### config.mk
export PLATFORM = sky130hd
export DESIGN_NAME = cma_alarm_top
export DESIGN_NICKNAME = d
export VERILOG_FILES = /design/src/rtl/cma_pkg.sv /design/src/rtl/cma_pin_drv.sv /design/src/rtl/cma_event_reg.sv /design/src/rtl/cma_alarm_top.sv
export SDC_FILE = /design/constraint.sdc
export NUM_CORES = 1
export LEC_CHECK = 0
export ABC_AREA = 1
export CAP_MARGIN = 20
export CORE_MARGIN = 2
export CORE_UTILIZATION = 55
export CTS_CLUSTER_DIAMETER = 100
export DETAILED_ROUTE_END_ITERATION = 6
export DONT_BUFFER_PORTS = 1
export PLACE_DENSITY = 0.73
export SLEW_MARGIN = 10
export SYNTH_ARGS = -nofsm -noshare
export SYNTH_HDL_FRONTEND = slang
export SYNTH_SLANG_ARGS = --single-unit
### constraint.sdc
create_clock -name MCLK -period 1.1 [get_ports MCLK]
set_input_delay 0.165 -clock MCLK [delete_from_list [all_inputs] [get_ports MCLK]]
set_output_delay 0.165 -clock MCLK [all_outputs]
set_load 0.01 [all_outputs]
### src/rtl/cma_pkg.sv
package cma_pkg;
	localparam int unsigned ADDR_W = 4;
	localparam int unsigned DATA_W = 8;
	localparam int unsigned EVT_W  = 3;

	// Register offsets
	localparam logic [3:0] OFF_CTRL   = 4'h0;
	localparam logic [3:0] OFF_MASK   = 4'h1;
	localparam logic [3:0] OFF_STATUS = 4'h2;
	localparam logic [3:0] OFF_LIVE   = 4'h3;

	// Control field positions
	localparam int unsigned CTRL_IRQ_PIN_SELECT = 0;
	localparam int unsigned CTRL_IN1_ALARM_EN   = 1;
	localparam int unsigned CTRL_IN2_ALARM_EN   = 2;
	localparam int unsigned CTRL_IRQ_POLARITY   = 3;
	localparam int unsigned CTRL_ALARM_POLARITY = 4;
	localparam int unsigned CTRL_OUT_RELEASE    = 5;
	localparam logic [7:0]  CTRL_USED           = 8'h3F;

	// Event positions in status and mask
	localparam int unsigned EVT_LOSS_ONE  = 0;
	localparam int unsigned EVT_LOSS_TWO  = 1;
	localparam int unsigned EVT_RATE_RSVD = 2;

	// Live status positions
	localparam int unsigned LIVE_LOSS_ONE = 0;
	localparam int unsigned LIVE_LOSS_TWO = 1;
	localparam int unsigned LIVE_REF_XTAL = 2;
	localparam int unsigned LIVE_OUT_ON   = 3;

	// Reference rate pin levels
	localparam logic [1:0] RATE_LOW  = 2'h0;
	localparam logic [1:0] RATE_MID  = 2'h1;
	localparam logic [1:0] RATE_HIGH = 2'h2;

	// Values after reset
	localparam logic [7:0] CTRL_RESET   = 8'h10;
	localparam logic [2:0] MASK_RESET   = 3'h0;
	localparam logic [2:0] STATUS_RESET = 3'h0;
	localparam logic [7:0] RDATA_RESET  = 8'h00;
	localparam logic       REF_RESET    = 1'b1;
endpackage

### src/rtl/cma_pin_drv.sv
`timescale 1ns/1ps
module cma_pin_drv (
	// Clock and reset
	input  wire logic clk,
	input  wire logic rst,
	input  wire logic ce,
	// Function
	input  wire logic enable,
	input  wire logic native,
	input  wire logic active_high,
	// Pin
	output logic      pin_o,
	output logic      pin_oe_n
);
	logic pin_d;
	logic oe_n_d;

	// Native level is inverted when the function is programmed active low
	always_comb begin
		pin_d  = active_high ? native : ~native;
		oe_n_d = ~enable;
		if (!enable) begin
			pin_d = 1'b0;
		end
	end

	always_ff @(posedge clk or posedge rst) begin
		if (rst) begin
			pin_o    <= 1'b0;
			pin_oe_n <= 1'b1;
		end else if (ce) begin
			pin_o    <= pin_d;
			pin_oe_n <= oe_n_d;
		end
	end
endmodule // cma_pin_drv

### src/rtl/cma_event_reg.sv
`timescale 1ns/1ps
module cma_event_reg (
	// Clock and reset
	input  wire logic                        clk,
	input  wire logic                        rst,
	input  wire logic                        ce,
	// Events and software access
	input  wire logic [cma_pkg::EVT_W-1:0]   set,
	input  wire logic                        clr_we,
	input  wire logic                        mask_we,
	input  wire logic [cma_pkg::EVT_W-1:0]   wdata,
	// State
	output logic      [cma_pkg::EVT_W-1:0]   status_q,
	output logic      [cma_pkg::EVT_W-1:0]   mask_q,
	output logic                             pending
);
	logic [cma_pkg::EVT_W-1:0] status_d;
	logic [cma_pkg::EVT_W-1:0] mask_d;

	// Set wins over a write-one clear in the same cycle
	genvar i;
	generate
		for (i = 0; i < cma_pkg::EVT_W; i++) begin : g_bit
			always_comb begin
				status_d[i] = set[i] | (status_q[i] & ~(clr_we & wdata[i]));
			end
		end
	endgenerate

	always_comb begin
		mask_d = mask_we ? wdata : mask_q;
	end

	assign pending = |(status_q & mask_q);

	always_ff @(posedge clk or posedge rst) begin
		if (rst) begin
			status_q <= cma_pkg::STATUS_RESET;
			mask_q   <= cma_pkg::MASK_RESET;
		end else if (ce) begin
			status_q <= status_d;
			mask_q   <= mask_d;
		end
	end
endmodule // cma_event_reg

### src/rtl/cma_alarm_top.sv
// Decided for this implementation: the address-and-strobe port and the address map.
`timescale 1ns/1ps
// Behaviour
// - Reset returns every flip-flop and every configuration register to its default.
// - Both clock output pairs stay tristated while reset is in effect.
// - With interrupt select set the shared pin is the masked interrupt at its polarity.
// - With input-1 alarm enable set and interrupt select clear it shows input-1 loss.
// - The shared alarm uses the common alarm polarity and tristates if nothing is chosen.
// - With input-2 alarm enable set the second pin shows input-2 loss, 1 for loss when the alarm polarity is active high.
// - The second pin uses the common alarm polarity and tristates when not enabled.
// - The rate pin picks crystal on low, external clock on mid, and high is reserved.
module cma_alarm_top (
	// Clock, reset, enable
	input  wire logic                        MCLK,
	input  wire logic                        RST,
	input  wire logic                        CE,
	// Register port
	input  wire logic [cma_pkg::ADDR_W-1:0]  ADDR,
	input  wire logic [cma_pkg::DATA_W-1:0]  WDATA,
	input  wire logic                        WE,
	input  wire logic                        RE,
	output logic      [cma_pkg::DATA_W-1:0]  RDATA,
	// Monitor and strap inputs
	input  wire logic                        SIGNAL_LOSS_ONE,
	input  wire logic                        SIGNAL_LOSS_TWO,
	input  wire logic [1:0]                  RATE_LEVEL,
	// Alarm pins
	output logic                             IRQ_OR_IN1_ALARM_PIN_O,
	output logic                             IRQ_OR_IN1_ALARM_PIN_OE_N,
	output logic                             IN2_ALARM_PIN_O,
	output logic                             IN2_ALARM_PIN_OE_N,
	// Clock output enables and reference select
	output logic                             CKOUT1_OE_N,
	output logic                             CKOUT2_OE_N,
	output logic                             REF_IS_CRYSTAL,
	// Interrupt
	output logic                             IRQ
);
	logic [7:0]                ctrl_q;
	logic [7:0]                ctrl_d;
	logic [cma_pkg::EVT_W-1:0] status_q;
	logic [cma_pkg::EVT_W-1:0] mask_q;
	logic [cma_pkg::EVT_W-1:0] evt_set;
	logic                      pending;
	logic                      loss1_q;
	logic                      loss1_d;
	logic                      loss2_q;
	logic                      loss2_d;
	logic                      ref_q;
	logic                      ref_d;
	logic                      irq_d;
	logic                      ck_oe_n_d;
	logic [7:0]                rdata_d;
	logic [7:0]                live;
	logic                      wr_ctrl;
	logic                      wr_mask;
	logic                      wr_status;
	logic                      irq_sel;
	logic                      in1_en;
	logic                      in2_en;
	logic                      shared_en;
	logic                      shared_native;
	logic                      shared_pol;

	assign wr_ctrl   = WE && (ADDR == cma_pkg::OFF_CTRL);
	assign wr_mask   = WE && (ADDR == cma_pkg::OFF_MASK);
	assign wr_status = WE && (ADDR == cma_pkg::OFF_STATUS);

	assign irq_sel = ctrl_q[cma_pkg::CTRL_IRQ_PIN_SELECT];
	assign in1_en  = ctrl_q[cma_pkg::CTRL_IN1_ALARM_EN];
	assign in2_en  = ctrl_q[cma_pkg::CTRL_IN2_ALARM_EN];

	// Control register and input history
	always_comb begin
		ctrl_d  = ctrl_q;
		loss1_d = SIGNAL_LOSS_ONE;
		loss2_d = SIGNAL_LOSS_TWO;
		ref_d   = ref_q;
		if (wr_ctrl) begin
			ctrl_d = WDATA & cma_pkg::CTRL_USED;
		end
		case (RATE_LEVEL)
			cma_pkg::RATE_LOW: begin
				ref_d = 1'b1;
			end
			cma_pkg::RATE_MID: begin
				ref_d = 1'b0;
			end
			default: begin
				// Reserved level keeps the last valid choice
				ref_d = ref_q;
			end
		endcase
	end

	always_ff @(posedge MCLK or posedge RST) begin
		if (RST) begin
			ctrl_q  <= cma_pkg::CTRL_RESET;
			loss1_q <= 1'b0;
			loss2_q <= 1'b0;
			ref_q   <= cma_pkg::REF_RESET;
		end else if (CE) begin
			ctrl_q  <= ctrl_d;
			loss1_q <= loss1_d;
			loss2_q <= loss2_d;
			ref_q   <= ref_d;
		end
	end

	// Rising loss edges and reserved rate level raise events
	always_comb begin
		evt_set                         = '0;
		evt_set[cma_pkg::EVT_LOSS_ONE]  = SIGNAL_LOSS_ONE & ~loss1_q;
		evt_set[cma_pkg::EVT_LOSS_TWO]  = SIGNAL_LOSS_TWO & ~loss2_q;
		evt_set[cma_pkg::EVT_RATE_RSVD] = (RATE_LEVEL != cma_pkg::RATE_LOW) &&
		                                  (RATE_LEVEL != cma_pkg::RATE_MID);
	end

	cma_event_reg u_events (
		.clk      (MCLK),
		.rst      (RST),
		.ce       (CE),
		.set      (evt_set),
		.clr_we   (wr_status),
		.mask_we  (wr_mask),
		.wdata    (WDATA[cma_pkg::EVT_W-1:0]),
		.status_q (status_q),
		.mask_q   (mask_q),
		.pending  (pending)
	);

	// Shared pin: interrupt has precedence over the input-1 alarm
	always_comb begin
		shared_en     = irq_sel | in1_en;
		shared_native = SIGNAL_LOSS_ONE;
		shared_pol    = ctrl_q[cma_pkg::CTRL_ALARM_POLARITY];
		if (irq_sel) begin
			shared_native = pending;
			shared_pol    = ctrl_q[cma_pkg::CTRL_IRQ_POLARITY];
		end
	end

	cma_pin_drv u_shared_pin (
		.clk         (MCLK),
		.rst         (RST),
		.ce          (CE),
		.enable      (shared_en),
		.native      (shared_native),
		.active_high (shared_pol),
		.pin_o       (IRQ_OR_IN1_ALARM_PIN_O),
		.pin_oe_n    (IRQ_OR_IN1_ALARM_PIN_OE_N)
	);

	cma_pin_drv u_in2_pin (
		.clk         (MCLK),
		.rst         (RST),
		.ce          (CE),
		.enable      (in2_en),
		.native      (SIGNAL_LOSS_TWO),
		.active_high (ctrl_q[cma_pkg::CTRL_ALARM_POLARITY]),
		.pin_o       (IN2_ALARM_PIN_O),
		.pin_oe_n    (IN2_ALARM_PIN_OE_N)
	);

	// Live view of block state
	always_comb begin
		live                         = '0;
		live[cma_pkg::LIVE_LOSS_ONE] = loss1_q;
		live[cma_pkg::LIVE_LOSS_TWO] = loss2_q;
		live[cma_pkg::LIVE_REF_XTAL] = ref_q;
		live[cma_pkg::LIVE_OUT_ON]   = ~CKOUT1_OE_N;
	end

	// Outputs and read data
	always_comb begin
		irq_d     = pending;
		// Clocks stay off until software releases them after programming
		ck_oe_n_d = ~ctrl_q[cma_pkg::CTRL_OUT_RELEASE];
		rdata_d   = RDATA;
		if (RE) begin
			case (ADDR)
				cma_pkg::OFF_CTRL: begin
					rdata_d = ctrl_q;
				end
				cma_pkg::OFF_MASK: begin
					rdata_d = {5'h0, mask_q};
				end
				cma_pkg::OFF_STATUS: begin
					rdata_d = {5'h0, status_q};
				end
				cma_pkg::OFF_LIVE: begin
					rdata_d = live;
				end
				default: begin
					rdata_d = 8'h00;
				end
			endcase
		end
	end

	always_ff @(posedge MCLK or posedge RST) begin
		if (RST) begin
			IRQ            <= 1'b0;
			CKOUT1_OE_N    <= 1'b1;
			CKOUT2_OE_N    <= 1'b1;
			REF_IS_CRYSTAL <= cma_pkg::REF_RESET;
			RDATA          <= cma_pkg::RDATA_RESET;
		end else if (CE) begin
			IRQ            <= irq_d;
			CKOUT1_OE_N    <= ck_oe_n_d;
			CKOUT2_OE_N    <= ck_oe_n_d;
			REF_IS_CRYSTAL <= ref_d;
			RDATA          <= rdata_d;
		end
	end
endmodule // cma_alarm_top

; ---- Word level (Yosys, flattened, before mapping)
; Index checks and enable logic that the tools add are counted.
[op_classes]
n_mux = 8
n_reduce_logical = 13
eq_ne = 5
bitwise = 24
[op_table]
columns = operator, count
row1 = one-hot mux 6 bit (4 select lines), 1
row2 = inverter 1 bit, 11
row3 = AND 1 bit, 8
row4 = == test 4 x 2 -> 1 bit (second input constant), 2
row5 = AND reduction 2 bit, 4
row6 = 2-to-1 mux 1 bit, 6
row7 = == test 4 x 1 -> 1 bit (second input constant), 1
row8 = logical AND 1 bit, 4
row9 = logical NOT 4 bit, 1
row10 = OR 1 bit, 4
row11 = nonzero test 2 bit, 2
row12 = AND 3 bit, 1
row13 = OR reduction 3 bit, 1
row14 = == test 2 x 1 -> 1 bit (second input constant), 1
row15 = logical NOT 2 bit, 1
row16 = != test 2 x 1 -> 1 bit (second input constant), 1
row17 = one-hot mux 1 bit (2 select lines), 1
[totals]
output_inout_bits = 16
register_bits = 29

; ---- Longest topological paths before layout
; Gate-level depths: netlist of the first run.
[depth]
depth_word = 6
depth_mapped = 7
depth_no_buf = 7

; ---- Hierarchy
; Synthesis of the first run repeated with hierarchy kept, for this count alone.
[unflattened]
cells_unflattened = 183
area_unflattened_um2 = 1435.1
[by_module_without_submodules]
columns = module, n_inst, seq_area_each_um2, area_per_inst_um2, cells_each
row1 = cma_alarm_top, 1, 429.2, 943.4, 119
row2 = cma_event_reg, 1, 150.1, 274.0, 34
row3 = cma_pin_drv, 2, 51.3, 108.9, 15

; ---- Worst setup path before layout of the first run
; Ideal clock, no wire load.
[synth_timing]
kind = register to register
startpoint = register ctrl_q[4]
endpoint = register u_shared_pin.pin_o
arrival_time_ns = 0.961
path_stages_with_launch = 6
t_required_ns = 0.983
slack_ns = 0.022
synth_period_minus_slack_ns = 1.078
path_cell_list = dfstp_2 inv_1 o21ai_0 nand3_1 nand3_1 nand2_1
[synth_between]
elab_chain_len = 3
[synth_lines]
columns = element, line_no
row1 = from (decl), cma_alarm_top.sv:39  ; logic [7:0] ctrl_q;
row2 = from (signal assigned), cma_alarm_top.sv:98  ; ctrl_q <= cma_pkg::CTRL_RESET;
row3 = from (signal assigned), cma_alarm_top.sv:103  ; ctrl_q <= ctrl_d;
row4 = 2-to-1 mux 1 bit, cma_alarm_top.sv:137  ; if (irq_sel) begin
row5 = 2-to-1 mux 1 bit, cma_pin_drv.sv:20  ; pin_d = active_high ? native : ~native;
row6 = 2-to-1 mux 1 bit, cma_pin_drv.sv:22  ; if (!enable) begin
row7 = to (signal assigned), cma_pin_drv.sv:32  ; pin_o <= pin_d;
row8 = to (decl), cma_pin_drv.sv:12  ; output logic pin_o,
; Every way passes these cells.
; A chain may end at the register's enable or synchronous reset.

==> metrics.md, run 1 <==
| Metric | Value |
|---|---|
| Sequential share of the synthesized area | `0.495` |
| Hold Vio Cnt, Final | `1` |
| Worst r2r src | `ctrl_q[4]` |
| Chip width | `between 50 and 60 um` |
| Setup violators final | `2` |
| Full die area | `around 3000 um2` |
| Element type at the critical path end | `primary output` |
| Synthesized area per cell | `between 8 and 9 um2` |
| Latest clock arrival within the worst-skew pair | `0.33 ns` |
| Worst Hold Path Cells | `2` |
| CTS Buf Count | `3` |
| Wire length per cell | `about 15 um` |
| CTS clk-pin slew, worst paths | `approximately 0.15 ns` |
| Fmax achieved | `0.879 GHz` |
| Dominant cell type by area after synthesis | `dfrtp_1` |
| Hold slack | `-0.00110 ns` |
| Ant. Diodes | `0` |
| Worst clock skew | `roughly 0.0064 ns` |
| Hpwl dp | `between 2000 and 2500 um` |
| Async set-reset flop share out of synthesis | `1.00` |
| Post-synth cell types | `27` |
| Hold WC Path Type | `in2reg` |
| Syn Std Cell Area | `1380 um2` |
| Layout cells sized above 1 | `0.167` |
| Critical path class | `reg2out` |
| Gpl congestion | `~0.87` |
| Post-synthesis register bit count | `27` |
| Vias in the first global route | `slightly above 1000` |
| Routed WL | `about 3100 um` |
| Core Box Area | `between 2000 and 2500 um2` |
| Non-filler cells, final | `210` |
| Area Overhead vs Synth | `12.1%` |
| # Max-Cap Violations | `0` |
| RR Endpoint | `u_shared_pin.pin_o` |
| Max Fanout on Critical Path | `4` |
| Post-Synthesis Cells | `roughly 170` |
| Row cnt | `18` |
| Reg2Reg Depth | `5` |
| Vias | `~1100` |
| Largest net degree at the start of global routing | `28` |
| Initial Utilization | `0.566` |
| DRC Markers | `0` |
| Worst Slack Setup Final | `-0.0375 ns` |
| Tcrit/Tclk final | `1.03` |
| Failing checks | `hold timing, setup timing` |
| Total track usage | `0.230` |
| Status | `complete, but fails checks` |
| Post-synth EDFFs | `0` |
| Commonest cells in the netlist | `56 x nand2_1, 22 x dfrtp_1, 14 x nand3_1` |
| Final min period | `1.14 ns` |
| Hold path startpoint | `WDATA[1]` |
| Syn. warnings | `0` |
| Clock Root Buffer | `clkbuf_4` |
| Buffers on Ports | `0` |
| CTS Sinks | `27` |
| R2r setup slk | `about 0.050 ns` |
| H-tree levels | `1` |
| Inst Count DP | `around 190` |
| Peak VDD IR | `approximately 1.3 mV` |
| CP Launch Type | `register` |
| Nets | `202` |
| Top Ports | `37` |
| Slew Limit Fails | `0` |
| Synth top area share | `0.400` |
| Pwr Total | `roughly 0.0021 W` |
| Hold Path End | `ctrl_q[1]` |
| P per Cell Area | `around 1400 nW/um2` |
| 1st-pass router iterations | `4` |
| Top-count cell post-synth | `nand2_1` |
| Final TNS setup | `-0.0751 ns` |
| Critical Path RT | `between 0.9 and 1 ns` |
| Synth top area cells | `dfrtp_1 40%, nand2_1 15%, dfstp_2 9.5%, nand3_1 5.1%, nand4_1 3.2%` |
| DR vias/cell | `5.42` |
| Clk buf depth | `2` |
| GRT Residual Overflow | `0` |
| Starting DRC count in detailed routing | `40` |
| Post-route ant nets | `0` |
| Initial antenna violation count | `0` |
| First-pass GRT wire length | `approximately 4700 um` |
| Layout Utilization | `0.634` |
| Die height | `54.0 um` |
| RSZ-0062 raised after global routing | `true` |
| Critical Path AT | `just under 1 ns` |
| Main synth FF type | `dfrtp_1` |
| TritonCTS clock tree | `yes` |
| Leakage | `0.812 nW` |
stage by stage:
step	instance area [um2]	setup WS (ns)
after floorplan	1380	0.0216
after global placement	1390	-0.00407
after detailed placement	1390	-0.0244
after CTS	1520	-0.0306
after global routing	1540	-0.0821
final	1540	-0.0375
logic make-up after synthesis:
group                  after synthesis  synth area share
AOI/OAI and AO/OA                   20            0.0791
DFF                                 27             0.495
buffers and inverters               22            0.0800
other                                1           0.00272
and+or+nand+nor                     96             0.343
cells in the final DEF (no fill, tap or decap), drive strengths merged:
| cell type | synthesis | final |
|---|---|---|
| a21oi | 3 | 3 |
| buf | 7 | 5 |
| clkbuf | 0 | 4 |
| conb | 1 | 2 |
| dfrtp | 22 | 22 |
| dfstp | 5 | 5 |
| dlygate4sd3 | 0 | 11 |
| inv | 15 | 15 |
| nand2 | 59 | 59 |
| nand3 | 15 | 15 |
| nand4 | 8 | 8 |
| nor2 | 9 | 9 |
| nor3 | 3 | 3 |
| o21a | 1 | 1 |
| o21ai | 14 | 14 |
| o22ai | 2 | 2 |
| or2 | 2 | 2 |
area by class of cell:
class / instances / area (um2)
multi-input cells: 118 / 592
flip-flops and latches: 27 / 683
repair buffers: 16 / 148
inverters: 15 / 56.3
well taps: 30 / 37.5
fillers: 212 / 890
clock buffers: 4 / 26.3
layer usage:
layer	global-route usage	vias up	wire (um)
li1	-	561	-
met1	0.288	532	1330
met2	0.394	44	1550
met3	0.0528	2	237
met4	0.0667	0	16
met5	0	-	0
timing repair:
| action | 4_1_cts | 5_1_grt |
|---|---|---|
| setup endpoints to repair | 3 | 6 |
| hold buffers | 10 | 1 |
| endpoints found under the hold margin | 35 | 1 |
| pin swaps | 0 | 2 |
| gates resized for setup | 1 | 3 |
| buffers inserted | 0 | 1 |
how the worst max path moves through the flow:
stage / from / to / depth (start not counted)
floorplan: ctrl_q[4] / u_shared_pin.pin_o / 5
global placement: ctrl_q[4] / u_shared_pin.pin_o / 5
detailed placement: ctrl_q[4] / u_shared_pin.pin_o / 5
CTS: CKOUT2_OE_N / CKOUT1_OE_N / 0
global route: CKOUT2_OE_N / CKOUT1_OE_N / 0
finish: CKOUT2_OE_N / CKOUT1_OE_N / 0
power by group:
group / leakage, nW / switching, W / internal (W)
clock: 0.0150 / 0.000296 / 0.000142
sequential: 0.328 / 0.000153 / 0.00115
combinational: 0.469 / 0.000219 / 0.000167
sequential cells by signal (all words and copies together), names as in the netlist:
name and flops:
loss1_q 1, u_events.status_q 3, IRQ 1, u_shared_pin.pin_o 1, u_in2_pin.pin_o 1, REF_IS_CRYSTAL 1
loss2_q 1, RDATA 6, u_in2_pin.pin_oe_n 1, u_shared_pin.pin_oe_n 1, u_events.mask_q 3, ctrl_q 6
CKOUT2_OE_N 1
No activity file was read; power rests on OpenSTA's default activity.
==> inputs of run 2 (changes only) <==
Settings changed: CORE_ASPECT_RATIO set to 1.25.
==> metrics.md, run 2 (synthesis gave the netlist of run 1 again) <==
| Metric | Value |
|---|---|
| Biggest regs | `RDATA x6, ctrl_q x6` |
| Final min period | `about 1.1 ns` |
| Area Overhead vs Synth | `13.1%` |
| TritonCTS clock tree | `yes` |
| Starting DRC count in detailed routing | `28` |
| Setup violators final | `2` |
| Hold Vio Cnt, Final | `0` |
| 1st-pass router iterations | `4` |
| Gpl congestion | `between 0.8 and 0.9` |
| Vias in the first global route | `~1200` |
| Tcrit/Tclk final | `1.02` |
| Pwr Total | `between 0.002 and 0.0025 W` |
| Element type at the critical path end | `primary output` |
| Largest net degree at the start of global routing | `28` |
| Slew Limit Fails | `0` |
| GRT Residual Overflow | `0` |
| CTS Sinks | `27` |
| Fillcell total | `221` |
| Failing checks | `setup timing` |
| H-tree levels | `1` |
| Most frequent cells in the layout | `56 x nand2_1, 22 x dfrtp_1, 13 x nand3_1` |
| Worst clock skew | `about 0.006 ns` |
| Non-filler cells, final | `around 210` |
| Place WS | `-0.0465 ns` |
| Clk buf depth | `2` |
| Inst Count DP | `slightly below 200` |
| Leakage | `between 0.8 and 0.9 nW` |
| Critical Path AT | `about 0.96 ns` |
| CP Launch Type | `register` |
| Initial antenna violation count | `0` |
| Die height | `approximately 60 um` |
| Post-route ant nets | `0` |
| Peak VDD IR | `just over 1 mV` |
| Ant. Diodes | `0` |
| Buffers on Ports | `0` |
| Wire length per cell | `approximately 15 um` |
| Nets | `slightly above 200` |
| Layout cells sized above 1 | `0.161` |
| Full die area | `between 2000 and 3000 um2` |
| Max Used Layer | `met4` |
| Critical path class | `reg2out` |
| Status | `complete, but fails checks` |
| Worst Slack Setup Final | `-0.0262 ns` |
| First-pass GRT wire length | `~5000 um` |
| Met1 WL | `about 1200 um` |
| Total track usage | `0.228` |
| Fmax achieved | `0.888 GHz` |
| P per Cell Area | `about 1400 nW/um2` |
| Latest clock arrival within the worst-skew pair | `0.33 ns` |
| Core Box Area | `between 2000 and 2500 um2` |
| CTS clk-pin slew, worst paths | `roughly 0.14 ns` |
| Initial Utilization | `0.573` |
| # Max-Cap Violations | `0` |
| DRC Markers | `0` |
| Met3 WL | `around 120 um` |
| DR vias/cell | `around 5.5` |
| Row cnt | `20` |
| RSZ-0062 raised after global routing | `true` |
| Commonest non-fill, non-tap cell in the layout | `nand2_1` |
| Hold slack | `0.00403 ns` |
| Vias | `between 1000 and 1500` |
| Clock Root Buffer | `clkbuf_4` |
| Hold WC Path Type | `in2reg` |
| Chip width | `between 40 and 50 um` |
| Routed WL | `between 3000 and 4000 um` |
| Critical Path RT | `~0.94 ns` |
| Max Fanout on Critical Path | `4` |
| Top Ports | `37` |
| Hpwl dp | `about 2200 um` |
| Final TNS setup | `-0.0524 ns` |
| CTS Buf Count | `3` |
| Metal2 WL | `1660 um` |
## run 2: cell types whose count changed in the layout (fill, tap and decap cells not counted), sizes merged
cell         delta
buf             -1
dlygate4sd3     +1
## run 2: area by class of cell
class / instances / area, um2 / share of cell area
sequential: 27 / 682 / 0.438
multi-input combinational: 118 / 601 / 0.386
timing repair buffer: 16 / 150 / 0.0965
inverter: 15 / 56.3 / 0.0362
tap: 33 / 41.3 / 0.0265
clock buffer: 4 / 26.3 / 0.0169
## run 2: per-layer routing
metal  GRT usage  vias to the layer above
met3      0.0325                        9
li1            -                      560
met1       0.243                      563
met4      0.0980                        0
met5           0                        -
met2       0.450                       33
## run 2: worst paths after layout
| check | to | depth (start not counted) | start | slack, ns |
|---|---|---|---|---|
| worst max-delay path | CKOUT2_OE_N | 0 | CKOUT2_OE_N | -0.03 |
| worst min-delay path | ctrl_q[1] | 2 | WDATA[1] | 0.004 |
| worst max register to register | u_shared_pin.pin_o | 5 | ctrl_q[4] | 0.04 |
| worst min register to register | CKOUT2_OE_N | 1 | ctrl_q[5] | 0.50 |
| max in group asynchronous | REF_IS_CRYSTAL | 3 | RST | 0.46 |
| min in group asynchronous | u_in2_pin.pin_o | 3 | RST | 0.33 |
## run 2: repair_timing
action,CTS,global route
gates resized for setup,1,4
endpoints found under the setup margin,3,7
buffers inserted,0,0
hold buffers,11,1
endpoints found under the hold margin,36,1
## run 2: where the power goes
| group | switching (W) | internal, W | total, W |
|---|---|---|---|
| registers | 0.000152 | 0.00115 | 0.00130 |
| clock network | 0.000286 | 0.000142 | 0.000429 |
| logic | 0.000228 | 0.000170 | 0.000397 |
## run 2: per-stage QoR
| step | area (um2) | util |
|---|---|---|
| 6_report | 1560 | 0.648 |
| 5_1_grt | 1560 | 0.648 |
| 4_1_cts | 1530 | 0.639 |
| 3_5_place_dp | 1400 | 0.582 |
| 3_3_place_gp | 1400 | 0.582 |
| 2_1_floorplan | 1380 | - |
==> inputs of run 3 (changes only) <==
Settings changed: CELL_PAD_IN_SITES_DETAIL_PLACEMENT set to 1, CELL_PAD_IN_SITES_GLOBAL_PLACEMENT set to 2, CORE_UTILIZATION 55 to 31, PLACE_DENSITY 0.73 to not set, PLACE_DENSITY_LB_ADDON set to 0.1, SYNTH_HIERARCHICAL set to 1.
==> metrics.md, run 3 <==
| Metric | Value |
|---|---|
| R2r setup slk | `roughly 0.05 ns` |
| Initial Utilization | `0.324` |
| DR vias/cell | `between 4 and 5` |
| CP Launch Type | `register` |
| Synth top area cells | `dfrtp_1 38%, nand2_1 15%, dfstp_2 9.2%, nand3_1 7.0%, inv_1 6.3%` |
| Critical path class | `reg2reg` |
| Status | `completed` |
| # Max-Cap Violations | `0` |
| Commonest cells in the netlist | `59 x nand2_1, 24 x inv_1, 22 x dfrtp_1` |
| Fillcell total | `about 560` |
| GRT Residual Overflow | `0` |
| Clock Root Buffer | `clkbuf_8` |
| Setup violators final | `0` |
| Buffers on Ports | `0` |
| Chip width | `64.9 um` |
| Row cnt | `27` |
| Layout cells sized above 1 | `0.255` |
| H-tree levels | `1` |
| Place WS | `-0.0953 ns` |
| CTS Buf Count | `3` |
| Fmax achieved | `about 0.95 GHz` |
| CTS Sinks | `27` |
| Post-route ant nets | `0` |
| Worst Slack Setup Final | `approximately 0.050 ns` |
| Vias in the first global route | `about 1300` |
| Dominant cell type by area after synthesis | `dfrtp_1` |
| Starting DRC count in detailed routing | `40` |
| RSZ-0062 raised after global routing | `true` |
| Final min period | `1.05 ns` |
| Post-synth cell types | `21` |
| Synthesized area per cell | `7.84 um2` |
| Post-synth EDFFs | `0` |
| Latest clock arrival within the worst-skew pair | `roughly 0.28 ns` |
| Biggest regs | `RDATA x6, ctrl_q x6` |
| Main synth FF type | `dfrtp_1` |
| Most frequent cells in the layout | `56 x nand2_1, 22 x inv_1, 21 x dfrtp_1` |
| Power share of the clock group | `0.231` |
| Hpwl dp | `2960 um` |
| Total track usage | `0.156` |
| Largest net degree at the start of global routing | `20` |
| P per Cell Area | `~1400 nW/um2` |
| Clk buf depth | `2` |
| Syn Std Cell Area | `about 1400 um2` |
| RR Endpoint | `u_shared_pin/pin_o` |
| Leakage | `0.900 nW` |
| Commonest non-fill, non-tap cell in the layout | `nand2_1` |
| Post-Synthesis Cells | `~180` |
| Peak VDD IR | `around 0.7 mV` |
| Gpl congestion | `between 0.7 and 0.8` |
| Synth top area share | `0.384` |
| Tcrit/Tclk final | `0.954` |
| Nets | `approximately 230` |
| Full die area | `between 5000 and 6000 um2` |
| Post-synthesis register bit count | `27` |
| Slew Limit Fails | `0` |
| Top-count cell post-synth | `nand2_1` |
| CTS clk-pin slew, worst paths | `about 0.10 ns` |
| TritonCTS clock tree | `yes` |
| Worst r2r src | `ctrl_q[4]` |
| Async set-reset flop share out of synthesis | `1.00` |
| Combinational share of power | `0.230` |
| 1st-pass router iterations | `3` |
| Element type at the critical path end | `register` |
| Routed WL | `~3700 um` |
| Critical Path AT | `between 1 and 1.5 ns` |
| Worst Hold Path Cells | `2` |
| Switch share | `0.322` |
| Ant. Diodes | `0` |
| Critical Path RT | `roughly 1.3 ns` |
| Hold path startpoint | `RATE_LEVEL[1]` |
| Sequential power share | `0.539` |
| Final TNS setup | `0 ns` |
| Hold Path End | `u_events/status_q[2]` |
| Syn. warnings | `6` |
| Sequential share of the synthesized area | `0.475` |
| Max Fanout on Critical Path | `3` |
| Switching power | `about 0.00080 W` |
| Hold WC Path Type | `in2reg` |
| Core Box Area | `4430 um2` |
| DRC Markers | `0` |
| Wire length per cell | `roughly 14 um` |
| Internal power | `between 0.0015 and 0.002 W` |
| Top Ports | `37` |
| Vias | `about 1200` |
| First-pass GRT wire length | `6220 um` |
| Hold Vio Cnt, Final | `0` |
| Reg2Reg Depth | `6` |
| Initial antenna violation count | `0` |
| Area Overhead vs Synth | `19.8%` |
| Worst clock skew | `0.00636 ns` |
| Die height | `around 80 um` |
## run 3: cell count changes in the layout (fill, tap and decap cells not counted), sizes merged, moves of 5 or more
cell / change
nor2: +5
nand2: +8
nand3: +7
buf: +12
inv: +11
nand4: -8
dlygate4sd3: -5
## run 3: power groups by stage
| stage | Clock [W] | Sequential [W] | Combinational, W |
|---|---|---|---|
| global placement | 0 | 0.00136 | 0.000482 |
| CTS | 0.000598 | 0.00134 | 0.000533 |
| finish | 0.000576 | 0.00134 | 0.000572 |
| detailed placement | 0 | 0.00136 | 0.000499 |
| floorplan | 0 | 0.00131 | 0.000357 |
| global route | 0.000641 | 0.00137 | 0.000661 |
## run 3: cell type report
type | count | area, um2 | share of cell area
Multi-Input combinational cell | 124 | 631 | 0.367
Tap cell | 58 | 72.6 | 0.0422
Inverter | 26 | 97.6 | 0.0568
Sequential cell | 27 | 683 | 0.397
Timing Repair Buffer | 23 | 190 | 0.111
Clock buffer | 4 | 45.0 | 0.0262
## run 3: routing by layer
layer | global-route usage | wire [um] | vias up
li1 | - | - | 599
met1 | 0.193 | 1580 | 577
met2 | 0.285 | 1980 | 22
met3 | 0.0182 | 100 | 4
met4 | 0.0383 | 40 | 0
met5 | 0 | 0 | -
## run 3: worst max path at each step
stage	start	endpoint	slack, ns	cells past startpoint
after floorplan	ctrl_q[4]	u_shared_pin/pin_o	0.05	5
after global placement	ctrl_q[4]	u_shared_pin/pin_o	-0.07	5
after detailed placement	ctrl_q[4]	u_shared_pin/pin_o	-0.1	5
after CTS	u_events/mask_q[2]	u_shared_pin/pin_o	0.0002	8
after global routing	ctrl_q[4]	u_shared_pin/pin_o	-0.02	6
final	ctrl_q[4]	u_shared_pin/pin_o	0.05	6
## run 3: cell families after synthesis
group           share of synthesized area
simple gates                        0.341
buf+inv                             0.107
compound gates                     0.0741
other cells                       0.00261
flops                               0.475
## run 3: stage by stage
step	total power, W	util	instances	instance area (um2)	hold WS [ns]
floorplan	0.00167	-	184	1440	-0.0945
global placement	0.00184	0.356	251	1580	-0.0908
detailed placement	0.00186	0.356	251	1580	-0.0892
CTS	0.00247	0.383	262	1690	0.00650
global route	0.00267	0.388	262	1720	0.00139
finish	0.00249	0.388	262	1720	0.0111
## run 3: timing repair
item	in CTS	in global routing
hold buffers	7	0
pin swaps	0	6
resized for setup	2	10
hold endpoints to repair	30	0
buffers inserted	0	0
endpoints found under the setup margin	1	1
## run 3: worst max-delay path, cell delays in order (launching register included)
cell,delay (ns)
dfstp_2,0.55
inv_2,0.05
o21ai_4,0.18
inv_2,0.05
nand2_2,0.05
nand3_2,0.07
nand2_2,0.05
